$ cat src/tlf_pkg.sv
// tlf_pkg: constants, types and helpers of the transparent link framer
package tlf_pkg;
  // register offsets
  localparam logic [3:0] A_MODE = 4'h0;
  localparam logic [3:0] A_CMD = 4'h1;
  localparam logic [3:0] A_CHSEL = 4'h2;
  localparam logic [3:0] A_DATA = 4'h3;
  localparam logic [3:0] A_RSTAT = 4'h4;
  localparam logic [3:0] A_TOP_IRQ = 4'h5;
  localparam logic [3:0] A_FR_IRQ = 4'h6;
  localparam logic [3:0] A_FR_MASK = 4'h7;
  localparam logic [3:0] A_TEST = 4'h8;
  localparam logic [3:0] A_TCFG = 4'h9;
  localparam logic [3:0] A_LEVEL = 4'hA;
  // mode register fields
  localparam int OPM_LSB = 0;
  localparam int OPM_MSB = 2;
  localparam logic [2:0] MODE_TRANSP = 3'h4;
  localparam int BAM_LSB = 4;
  localparam int BAM_MSB = 5;
  localparam logic [1:0] BAM_COLL = 2'h1;
  // command bits
  localparam int CMD_SEND = 0;
  localparam int CMD_END = 1;
  localparam int CMD_TRES = 2;
  // channel enables and frame slots
  localparam int CH_D = 0;
  localparam int CH_B1 = 1;
  localparam int CH_B2 = 2;
  localparam logic [1:0] SLOT_B1 = 2'h0;
  localparam logic [1:0] SLOT_B2 = 2'h1;
  localparam logic [1:0] SLOT_D = 2'h2;
  // interrupt bits, then loop and disable bits
  localparam int IRQ_RXB = 0;
  localparam int IRQ_RFO = 1;
  localparam int IRQ_XDU = 4;
  localparam int IRQ_XMR = 5;
  localparam int IRQ_XPR = 6;
  localparam int TOP_FR = 0;
  localparam int TLOOP_BIT = 0;
  localparam int TDIS_BIT = 0;
  // fifo geometry
  localparam int FIFO_AW = 6;
  localparam logic [6:0] FIFO_DEPTH = 7'h40;
  // link timing
  localparam int SYS_PERIOD_NS = 100;
  localparam int LINK_PERIOD_NS = 800;
  localparam int LINK_DIV = LINK_PERIOD_NS / SYS_PERIOD_NS;
  localparam logic [2:0] DIV_RISE = 3'(LINK_DIV / 2 - 1);
  localparam logic [4:0] BIT_FIRST = 5'h00;
  localparam logic [2:0] BIT_LAST = 3'h7;
  // synchroniser lanes
  localparam int SY_DCL = 0;
  localparam int SY_FSC = 1;
  localparam int SY_DIN = 2;
  localparam int SY_SG = 3;
  localparam int SY_W = 4;

  typedef enum logic [1:0] {
    TX_IDLE = 2'b00,
    TX_WAIT = 2'b01,
    TX_SEND = 2'b10
  } tlf_tx_state_t;

  typedef struct packed {
    logic [3:0] addr;
    logic [7:0] wdata;
    logic wr;
    logic rd;
  } tlf_bus_t;

  typedef struct packed {
    tlf_tx_state_t st;
    logic [2:0] div;
    logic dcl_o;
    logic dcl_prev;
    logic fsc_o;
    logic l1_oe;
    logic [4:0] bitcnt;
    logic du;
    logic [7:0] tsh;
    logic [7:0] rsh;
    logic [5:0] twp;
    logic [5:0] trp;
    logic [6:0] tcnt;
    logic [6:0] tcom;
    logic eom;
    logic lock;
    logic rx_on;
    logic [5:0] rwp;
    logic [5:0] rrp;
    logic [6:0] rcnt;
    logic [7:0] rstat;
    logic [7:0] mode;
    logic [7:0] chsel;
    logic [7:0] test;
    logic [7:0] tcfg;
    logic [7:0] fr_irq;
    logic [7:0] fr_mask;
    logic [7:0] rdata;
    logic irq;
    logic [63:0][7:0] tmem;
    logic [63:0][7:0] rmem;
  } tlf_state_t;

  localparam tlf_state_t STATE_RST = '0;

  // true when the frame slot belongs to an enabled channel
  function automatic logic chan_on(input logic [7:0] sel, input logic [1:0] slot);
    chan_on = (slot == SLOT_B1 && sel[CH_B1]) || (slot == SLOT_B2 && sel[CH_B2])
      || (slot == SLOT_D && sel[CH_D]);
  endfunction
endpackage

$ cat src/tlf_sync.sv
// tlf_sync: two flip-flop synchroniser for a group of pin levels
`timescale 1ns/1ps
`default_nettype none
module tlf_sync #(
  parameter int W = 4
) (
  input wire logic clk_sys,
  input wire logic reset_n,
  input wire logic [W-1:0] d,
  output logic [W-1:0] q
);
  logic [W-1:0] meta;

  // first stage feeds only the second
  always_ff @(posedge clk_sys or negedge reset_n) begin
    if (!reset_n) begin
      meta <= '0;
      q <= '0;
    end else begin
      meta <= d;
      q <= meta;
    end
  end
endmodule // tlf_sync
`default_nettype wire

$ cat src/tlf_framer.sv
// tlf_framer: transparent layer-2 framer on a time-slot serial link
`timescale 1ns/1ps
`default_nettype none
// How it works
// [RULE1] op_mode 100 selects transparent: no flags, no crc, no stuffing
// [RULE2] transmitter shifts fifo bytes out unchanged, byte and frame aligned
// [RULE3] sending starts in first enabled channel of the next link frame
// [RULE4] send plus end: pool-ready after last byte, then idle ones
// [RULE5] collision mode 1 makes stop/go a clear-to-send gate
// [RULE6] stop during sending always raises the repeat interrupt
// [RULE7] fifo empty mid-message without end raises the underrun interrupt
// [RULE8] reception is byte aligned, from first enabled channel of next frame
// [RULE9] each received byte goes to rx fifo and rx status register; here a byte meeting a full fifo sets overflow instead of entering it
// [RULE10] fifo levels, interrupts and commands act as in framed modes
// [RULE11] any pending framer source sets the top summary bit; here only unmasked sources set it
// [RULE12] a one in the mask register hides that framer source
// [RULE13] loop bit feeds the transmit bit stream into the receiver
// [RULE14] while looped the downstream data pin is ignored
// [RULE15] transceiver disable stops internal link clock and frame generation; here the divider runs on and bit timing switches to the pins
// [RULE16] while disabled, clock and frame sync pins are inputs
// [RULE17] repeat or underrun flush tx fifo and lock writes until read
// [RULE18] channel select bits pick D, B1, B2 in any combination
// [RULE19] interrupt output high while an unmasked framer bit is set
module tlf_framer (
  input wire logic clk_sys,
  input wire logic reset_n,
  input wire tlf_pkg::tlf_bus_t bus,
  output logic [7:0] rdata,
  output logic irq,
  input wire logic data_clock_in,
  output logic data_clock_out,
  output logic data_clock_oe,
  input wire logic frame_sync_in,
  output logic frame_sync_out,
  output logic frame_sync_oe,
  input wire logic downstream_data_pin,
  output logic upstream_data,
  input wire logic stop_go_bit
);
  import tlf_pkg::*;

  tlf_state_t s;
  tlf_state_t n;
  logic [SY_W-1:0] sy;
  logic ext;
  logic transp;
  logic coll;
  logic cts;
  logic tick;
  logic fstart;
  logic [4:0] nbit;
  logic slot_now;
  logic rx_bit;
  logic rx_push;
  logic [7:0] rx_byte;
  logic rpop;
  logic tpush;
  logic tpop;
  logic commit;
  logic flush;
  logic [7:0] irq_set;
  logic [7:0] irq_clr;
  logic [7:0] tbyte;

  // pins from the far side pass two flops before use
  tlf_sync #(.W(SY_W)) u_sync (
    .clk_sys(clk_sys),
    .reset_n(reset_n),
    .d({stop_go_bit, downstream_data_pin, frame_sync_in, data_clock_in}),
    .q(sy)
  );

  // next-state logic; section order sets priority, later wins
  always_comb begin
    n = s;
    n.rdata = '0;
    irq_set = '0;
    irq_clr = '0;
    rx_push = 1'b0;
    rpop = 1'b0;
    tpush = 1'b0;
    tpop = 1'b0;
    commit = 1'b0;
    flush = 1'b0;
    tbyte = s.tmem[s.trp];
    // [RULE1] transparent mode decode
    transp = s.mode[OPM_MSB:OPM_LSB] == MODE_TRANSP;
    // [RULE5] collision gate from stop/go
    coll = s.mode[BAM_MSB:BAM_LSB] == BAM_COLL;
    cts = !(coll && sy[SY_SG]);
    ext = s.tcfg[TDIS_BIT];
    // [RULE15] link bit timing from own divider or from the pins
    n.div = s.div + 3'h1;
    n.dcl_o = n.div[2];
    n.dcl_prev = sy[SY_DCL];
    tick = ext ? (sy[SY_DCL] && !s.dcl_prev) : (s.div == DIV_RISE);
    nbit = (ext && sy[SY_FSC]) ? BIT_FIRST : s.bitcnt + 5'h01;
    fstart = tick && (nbit == BIT_FIRST);
    // [RULE18] channel enable of the slot now starting
    slot_now = chan_on(s.chsel, nbit[4:3]);
    // [RULE16] pins turn to inputs while layer 1 is off
    n.l1_oe = !n.tcfg[TDIS_BIT];
    // [RULE13] looped stream replaces the pin
    // [RULE14] pin ignored in loop
    rx_bit = s.test[TLOOP_BIT] ? s.du : sy[SY_DIN];
    rx_byte = {s.rsh[6:0], rx_bit};

    // receiver: sample the bit of the slot just ended
    if (tick) begin
      n.bitcnt = nbit;
      n.fsc_o = (nbit == BIT_FIRST);
      // [RULE8] start only at a frame boundary
      if (fstart) begin
        n.rx_on = transp;
      end
      if (s.rx_on && chan_on(s.chsel, s.bitcnt[4:3])) begin
        n.rsh = rx_byte;
        if (s.bitcnt[2:0] == BIT_LAST) begin
          // [RULE9] byte to fifo and status register
          n.rstat = rx_byte;
          irq_set[IRQ_RXB] = 1'b1;
          if (s.rcnt == FIFO_DEPTH) begin
            irq_set[IRQ_RFO] = 1'b1;
          end else begin
            rx_push = 1'b1;
            n.rmem[s.rwp] = rx_byte;
            n.rwp = s.rwp + 6'h01;
          end
        end
      end
    end
    if (!transp) begin
      n.rx_on = 1'b0;
    end

    // register writes
    if (bus.wr) begin
      unique case (bus.addr)
        A_MODE: n.mode = bus.wdata;
        A_CHSEL: n.chsel = bus.wdata;
        A_TEST: n.test = bus.wdata;
        A_TCFG: n.tcfg = bus.wdata;
        A_FR_MASK: n.fr_mask = bus.wdata;
        A_FR_IRQ: irq_clr = bus.wdata;
        // [RULE17] writes dropped while locked
        A_DATA: begin
          if (!s.lock && s.tcnt != FIFO_DEPTH) begin
            tpush = 1'b1;
            n.tmem[s.twp] = bus.wdata;
            n.twp = s.twp + 6'h01;
          end
        end
        default: ;
      endcase
    end

    // register reads, data in the following cycle
    if (bus.rd) begin
      unique case (bus.addr)
        A_MODE: n.rdata = s.mode;
        A_CHSEL: n.rdata = s.chsel;
        A_TEST: n.rdata = s.test;
        A_TCFG: n.rdata = s.tcfg;
        A_FR_MASK: n.rdata = s.fr_mask;
        A_RSTAT: n.rdata = s.rstat;
        // [RULE11] summary of pending unmasked sources
        A_TOP_IRQ: n.rdata[TOP_FR] = |(s.fr_irq & ~s.fr_mask);
        // [RULE10] fill level as in framed modes
        A_LEVEL: n.rdata = {1'b0, s.rcnt};
        A_DATA: begin
          if (s.rcnt != 7'h00) begin
            n.rdata = s.rmem[s.rrp];
            rpop = 1'b1;
            n.rrp = s.rrp + 6'h01;
          end
        end
        // [RULE17] reading the errors unlocks the fifo
        A_FR_IRQ: begin
          n.rdata = s.fr_irq;
          irq_clr = s.fr_irq;
          if (s.fr_irq[IRQ_XDU] || s.fr_irq[IRQ_XMR]) begin
            n.lock = 1'b0;
          end
        end
        default: ;
      endcase
    end

    // transmitter
    if (tick) begin
      // [RULE4] idle line is all ones
      n.du = 1'b1;
      unique case (s.st)
        TX_IDLE: n.st = TX_IDLE;
        // [RULE3] wait for next frame start and clear-to-send
        TX_WAIT: begin
          if (fstart && cts && transp) begin
            n.st = TX_SEND;
          end
        end
        // [RULE6] stop while sending forces repeat
        TX_SEND: begin
          if (!cts) begin
            irq_set[IRQ_XMR] = 1'b1;
            flush = 1'b1;
            n.lock = 1'b1;
            n.st = TX_IDLE;
          end
        end
        default: n.st = TX_IDLE;
      endcase
      if (n.st == TX_SEND && slot_now) begin
        if (nbit[2:0] == BIT_FIRST[2:0]) begin
          if (s.tcom != 7'h00) begin
            // [RULE2] byte sent msb first, unchanged
            n.du = tbyte[7];
            n.tsh = {tbyte[6:0], 1'b0};
            tpop = 1'b1;
            n.trp = s.trp + 6'h01;
            n.tcom = s.tcom - 7'h01;
          end else if (s.eom) begin
            // [RULE4] message done, pool ready
            irq_set[IRQ_XPR] = 1'b1;
            n.eom = 1'b0;
            n.st = TX_IDLE;
          end else begin
            // [RULE7] ran dry without end command
            irq_set[IRQ_XDU] = 1'b1;
            flush = 1'b1;
            n.lock = 1'b1;
            n.st = TX_IDLE;
          end
        end else begin
          n.du = s.tsh[7];
          n.tsh = {s.tsh[6:0], 1'b0};
        end
      end
    end

    // [RULE10] commands as in framed modes
    if (bus.wr && bus.addr == A_CMD) begin
      if (bus.wdata[CMD_SEND]) begin
        commit = 1'b1;
        if (bus.wdata[CMD_END]) begin
          n.eom = 1'b1;
        end else begin
          irq_set[IRQ_XPR] = 1'b1;
        end
        if (s.st == TX_IDLE) begin
          n.st = TX_WAIT;
        end
      end
      if (bus.wdata[CMD_TRES]) begin
        flush = 1'b1;
        irq_set[IRQ_XPR] = 1'b1;
        n.st = TX_IDLE;
      end
    end

    // fifo counters; a flush empties the transmit side
    n.rcnt = s.rcnt + {6'h00, rx_push} - {6'h00, rpop};
    n.tcnt = s.tcnt + {6'h00, tpush} - {6'h00, tpop};
    if (commit) begin
      n.tcom = n.tcnt;
    end
    // [RULE17] error flushes tx fifo
    if (flush) begin
      n.twp = '0;
      n.trp = '0;
      n.tcnt = '0;
      n.tcom = '0;
      n.eom = 1'b0;
    end

    // sticky status, set beats clear
    n.fr_irq = (s.fr_irq & ~irq_clr) | irq_set;
    // [RULE12] masked sources never reach the pin
    // [RULE19] level output
    n.irq = |(n.fr_irq & ~n.fr_mask);
  end

  // single state register
  always_ff @(posedge clk_sys or negedge reset_n) begin
    if (!reset_n) begin
      s <= STATE_RST;
    end else begin
      s <= n;
    end
  end

  // all outputs straight from state flops
  assign rdata = s.rdata;
  assign irq = s.irq;
  assign data_clock_out = s.dcl_o;
  assign data_clock_oe = s.l1_oe;
  assign frame_sync_out = s.fsc_o;
  assign frame_sync_oe = s.l1_oe;
  assign upstream_data = s.du;
endmodule // tlf_framer
`default_nettype wire

$ cat config.mk
export PLATFORM = sky130hd
export DESIGN_NAME = tlf_framer
export DESIGN_NICKNAME = d
export VERILOG_FILES = /design/src/tlf_pkg.sv /design/src/tlf_sync.sv /design/src/tlf_framer.sv
export SDC_FILE = /design/constraint.sdc
export NUM_CORES = 2
export LEC_CHECK = 0
export ABC_AREA = 1
export BUFFER_PORTS_ARGS = -buffer_cell sky130_fd_sc_hd__buf_2
export CORE_MARGIN = 2
export CORE_UTILIZATION = 30
export DETAILED_ROUTE_END_ITERATION = 16
export SLEW_MARGIN = 40
export SYNTH_ARGS = -nofsm -noshare
export SYNTH_HDL_FRONTEND = slang
export SYNTH_SLANG_ARGS = --single-unit
$ cat constraint.sdc
create_clock -name clk_sys -period 4.5 [get_ports clk_sys]
set_input_delay 0.225 -clock clk_sys [delete_from_list [all_inputs] [get_ports clk_sys]]
set_output_delay 0.225 -clock clk_sys [all_outputs]
set_load 0.005 [all_outputs]
==> qor.yml <==
cp.arrival_ns: 4.47
drive_gt1_frac: 0.0714
hp-class: "in2async"
dp_hpwl_mm: 94.6
comb_power_share: 0.250
drt_iter0_markers: 4866
leakagePower_nw: 25.7
vias_per_cell: 5.19
postCtsResizedCells: 0
postPlaceCellArea_um2: 55200
seq_area_um2: 29400
cp_max_fo: 19
swShare: 0.337
p_int_w: 0.0192
fmax_ghz: 0.260
num_rows: 154
route.detailed.drc: 0
netlist_area_um2: 53000
clock-sinks: 1173
syn_nets: 6353
hold_violations: 35
design.core.area_um2: 176000
grt_first_pass_wirelength_mm: 251
gp_congestion: 0.883
grt_setup_unrepaired: "false"
synth_edf_count: 0
setup_ws_ns: 0.651
outcome: "finished, violations left"
irDropWorstVdd_v: 0.000358
nNetsFinal: 6140
nFillCells: 18200
place_inst: 8293
clock_latency_ns: 0.75
ctsLongestPathBuffers: 3
layout.cells.non_filler: 8531
grt_pass1_vias: 42100
gr-total-overflow: 0
power.switching_w: 0.00976
die_width_um: 424
multi_input_area_um2: 21200
final-setup-viol-count: 0
ios: 34
vias: 44300
io_buffers: 33
ys_warn_count: 0
pwr-share-seq: 0.388
wl_per_cell_um: 18.4
worstSetupStartpointType: "flop"
drtAntennaViolNets: 0
dp_slack_ns: 0.698
grt_start_max_net_pins: 149
violations: "negative hold slack"
ys_ff_latch: 1173
postCtsSetupBuffers: 0
wl_mm: 157
synth_ff_type: "dfrtp_1"
finalCriticalPeriod_ns: 3.85
p_per_area_nw_per_um2: 486
worst_slew_pin_slew_ns: 0.909
synth_common_cells: "o21ai_0 (1550), nand2_1 (1417), dfrtp_1 (1173)"
clkTransAtPathRegs_ns: 0.06
antenna_found_initial: 5
finalSetupTns_ns: 0
cts_tree: "built"
first_pass_iters: 8
cts-hold-fix-buffers: 14
cap_violations: 0
synth.area.top_cells: "dfrtp_1 (55%), o21ai_0 (15%), nand2_1 (10%)"
critPathKind: "reg2reg"
synth_top_area_share: 0.554
clockRootBuffer: "clkbuf_16"
fin_skew_ns: 0.0179
whs_ns: -0.0256
ys_types: 45
drv_slew: 0
end_kind: "flop"
cp.required_ns: 5.12
synth-async-reset-ratio: 1.00
grtUsageTotal: 0.172
p_clk_frac: 0.362
syn2layout_area_growth_pct: 12.6
die_h_um: 424
design_area_um2: 59600
slew_headroom: 0.390
ctsHtreeMaxLevel: 3
fin_crit_sh: 0.855
postSynthAreaPerCell_um2: 8.41
numCtsBuffers: 115
synth.most_common_cell: "o21ai_0"
synth_top_cell_by_area: "dfrtp_1"
syn_inst: 6301
yosysSeqAreaShare: 0.554
dieArea_um2: 180000
start_util: 0.301
-- cell type report --
type / instances / area share
clock inverters: 54 / 0.0119
well taps: 2340 / 0.0491
clock buffers: 164 / 0.0575
repair buffers: 151 / 0.0227
inverters: 160 / 0.0104
diodes: 2 / 0.0000839
flip-flops and latches: 1173 / 0.493
multi-input cells: 4487 / 0.356
-- registers in the layout, summed over array words and instances (netlist names), 4 cells and up --
signal       flops
u_sync.meta      4
u_sync.q         4
rx_byte          7
s             1144
rdata            8
-- layout by cell type (no fill, tap or decap), types with 32 or more instances in the layout --
| cell type | count |
|---|---|
| clkbuf_16 | 118 |
| a21oi_1 | 69 |
| o21ai_1 | 79 |
| o211ai_1 | 89 |
| o21ai_0 | 1550 |
| nand3_1 | 176 |
| inv_1 | 127 |
| buf_4 | 83 |
| buf_2 | 32 |
| o22ai_1 | 136 |
| o221ai_1 | 45 |
| nand4_1 | 45 |
| nand2_1 | 1417 |
| nand2_2 | 48 |
| nor2_1 | 691 |
| dfrtp_1 | 1169 |
-- cells by family (layout without fill, tap and decap cells) --
family / after synthesis / count (layout) / share of synthesized area
flip-flops: 1173 / 1173 / 0.554
multiplexers: 1 / 1 / 0.000189
buffers and inverters: 641 / 529 / 0.0471
AO/OA/AOI/OAI: 2005 / 2005 / 0.202
adder cells (fa/ha/maj): 32 / 32 / 0.00784
AND/OR/NAND/NOR: 2421 / 2421 / 0.184
XOR/XNOR: 28 / 28 / 0.00463
other: 0 / 2 / 0
-- per-layer routing --
layer,up-vias,global-route usage,share of wire
li1,20800,-,-
met3,232,0.0199,0.067
met1,21700,0.247,0.45
met4,0,0.0530,0.025
met5,-,0,0
met2,1533,0.271,0.46
-- worst max-delay path, cell delays in order, from the launching register on --
cell	delay, ns
dfrtp_1	0.39
ha_1	0.20
ha_1	0.18
or2_2	0.27
nand2_1	0.11
buf_4	0.21
inv_2	0.10
nand4_4	0.25
nor2_4	0.07
inv_4	0.22
ha_1	0.28
inv_1	0.06
ha_1	0.13
inv_1	0.05
fa_1	0.40
inv_1	0.08
a21oi_1	0.07
o21bai_1	0.21
nand2_1	0.08
a21oi_1	0.17
nor2_1	0.07
xor2_1	0.14
-- power by group through the flow --
stage	logic, W	registers [W]	clock network, W
after floorplan	0.00470	0.0112	0
after global placement	0.00717	0.0114	0
after detailed placement	0.00719	0.0114	0
after CTS	0.00723	0.0112	0.0107
after global routing	0.00804	0.0113	0.0111
final	0.00725	0.0112	0.0105
-- final timing paths --
kind	startpoint	to	slack, ns	cells past startpoint
worst max-delay path	s[1163]$_DFF_PN0_	s[1095]$_DFF_PN0_	0.65	21
worst min-delay path	reset_n	s[67]$_DFFE_PN0P_	-0.03	2
worst max register to register	s[1163]$_DFF_PN0_	s[1095]$_DFF_PN0_	0.65	21
worst min register to register	u_sync.meta[1]$_DFF_PN0_	u_sync.q[1]$_DFF_PN0_	0.35	0
max in group asynchronous	reset_n	s[773]$_DFFE_PN0P_	2.92	4
min in group clk_sys	bus[11]	s[1166]$_DFF_PN0_	0.07	5
-- metrics by stage --
step                      hold slack [ns]  total power, W  utilization
after floorplan                   -0.0706          0.0159            -
after CTS                          0.0270          0.0291        0.339
after global routing              0.00670          0.0304        0.339
after detailed placement            0.314          0.0186        0.314
final                             -0.0256          0.0290        0.339
after global placement              0.319          0.0186        0.314
No activity file was read; power rests on OpenSTA's default activity.
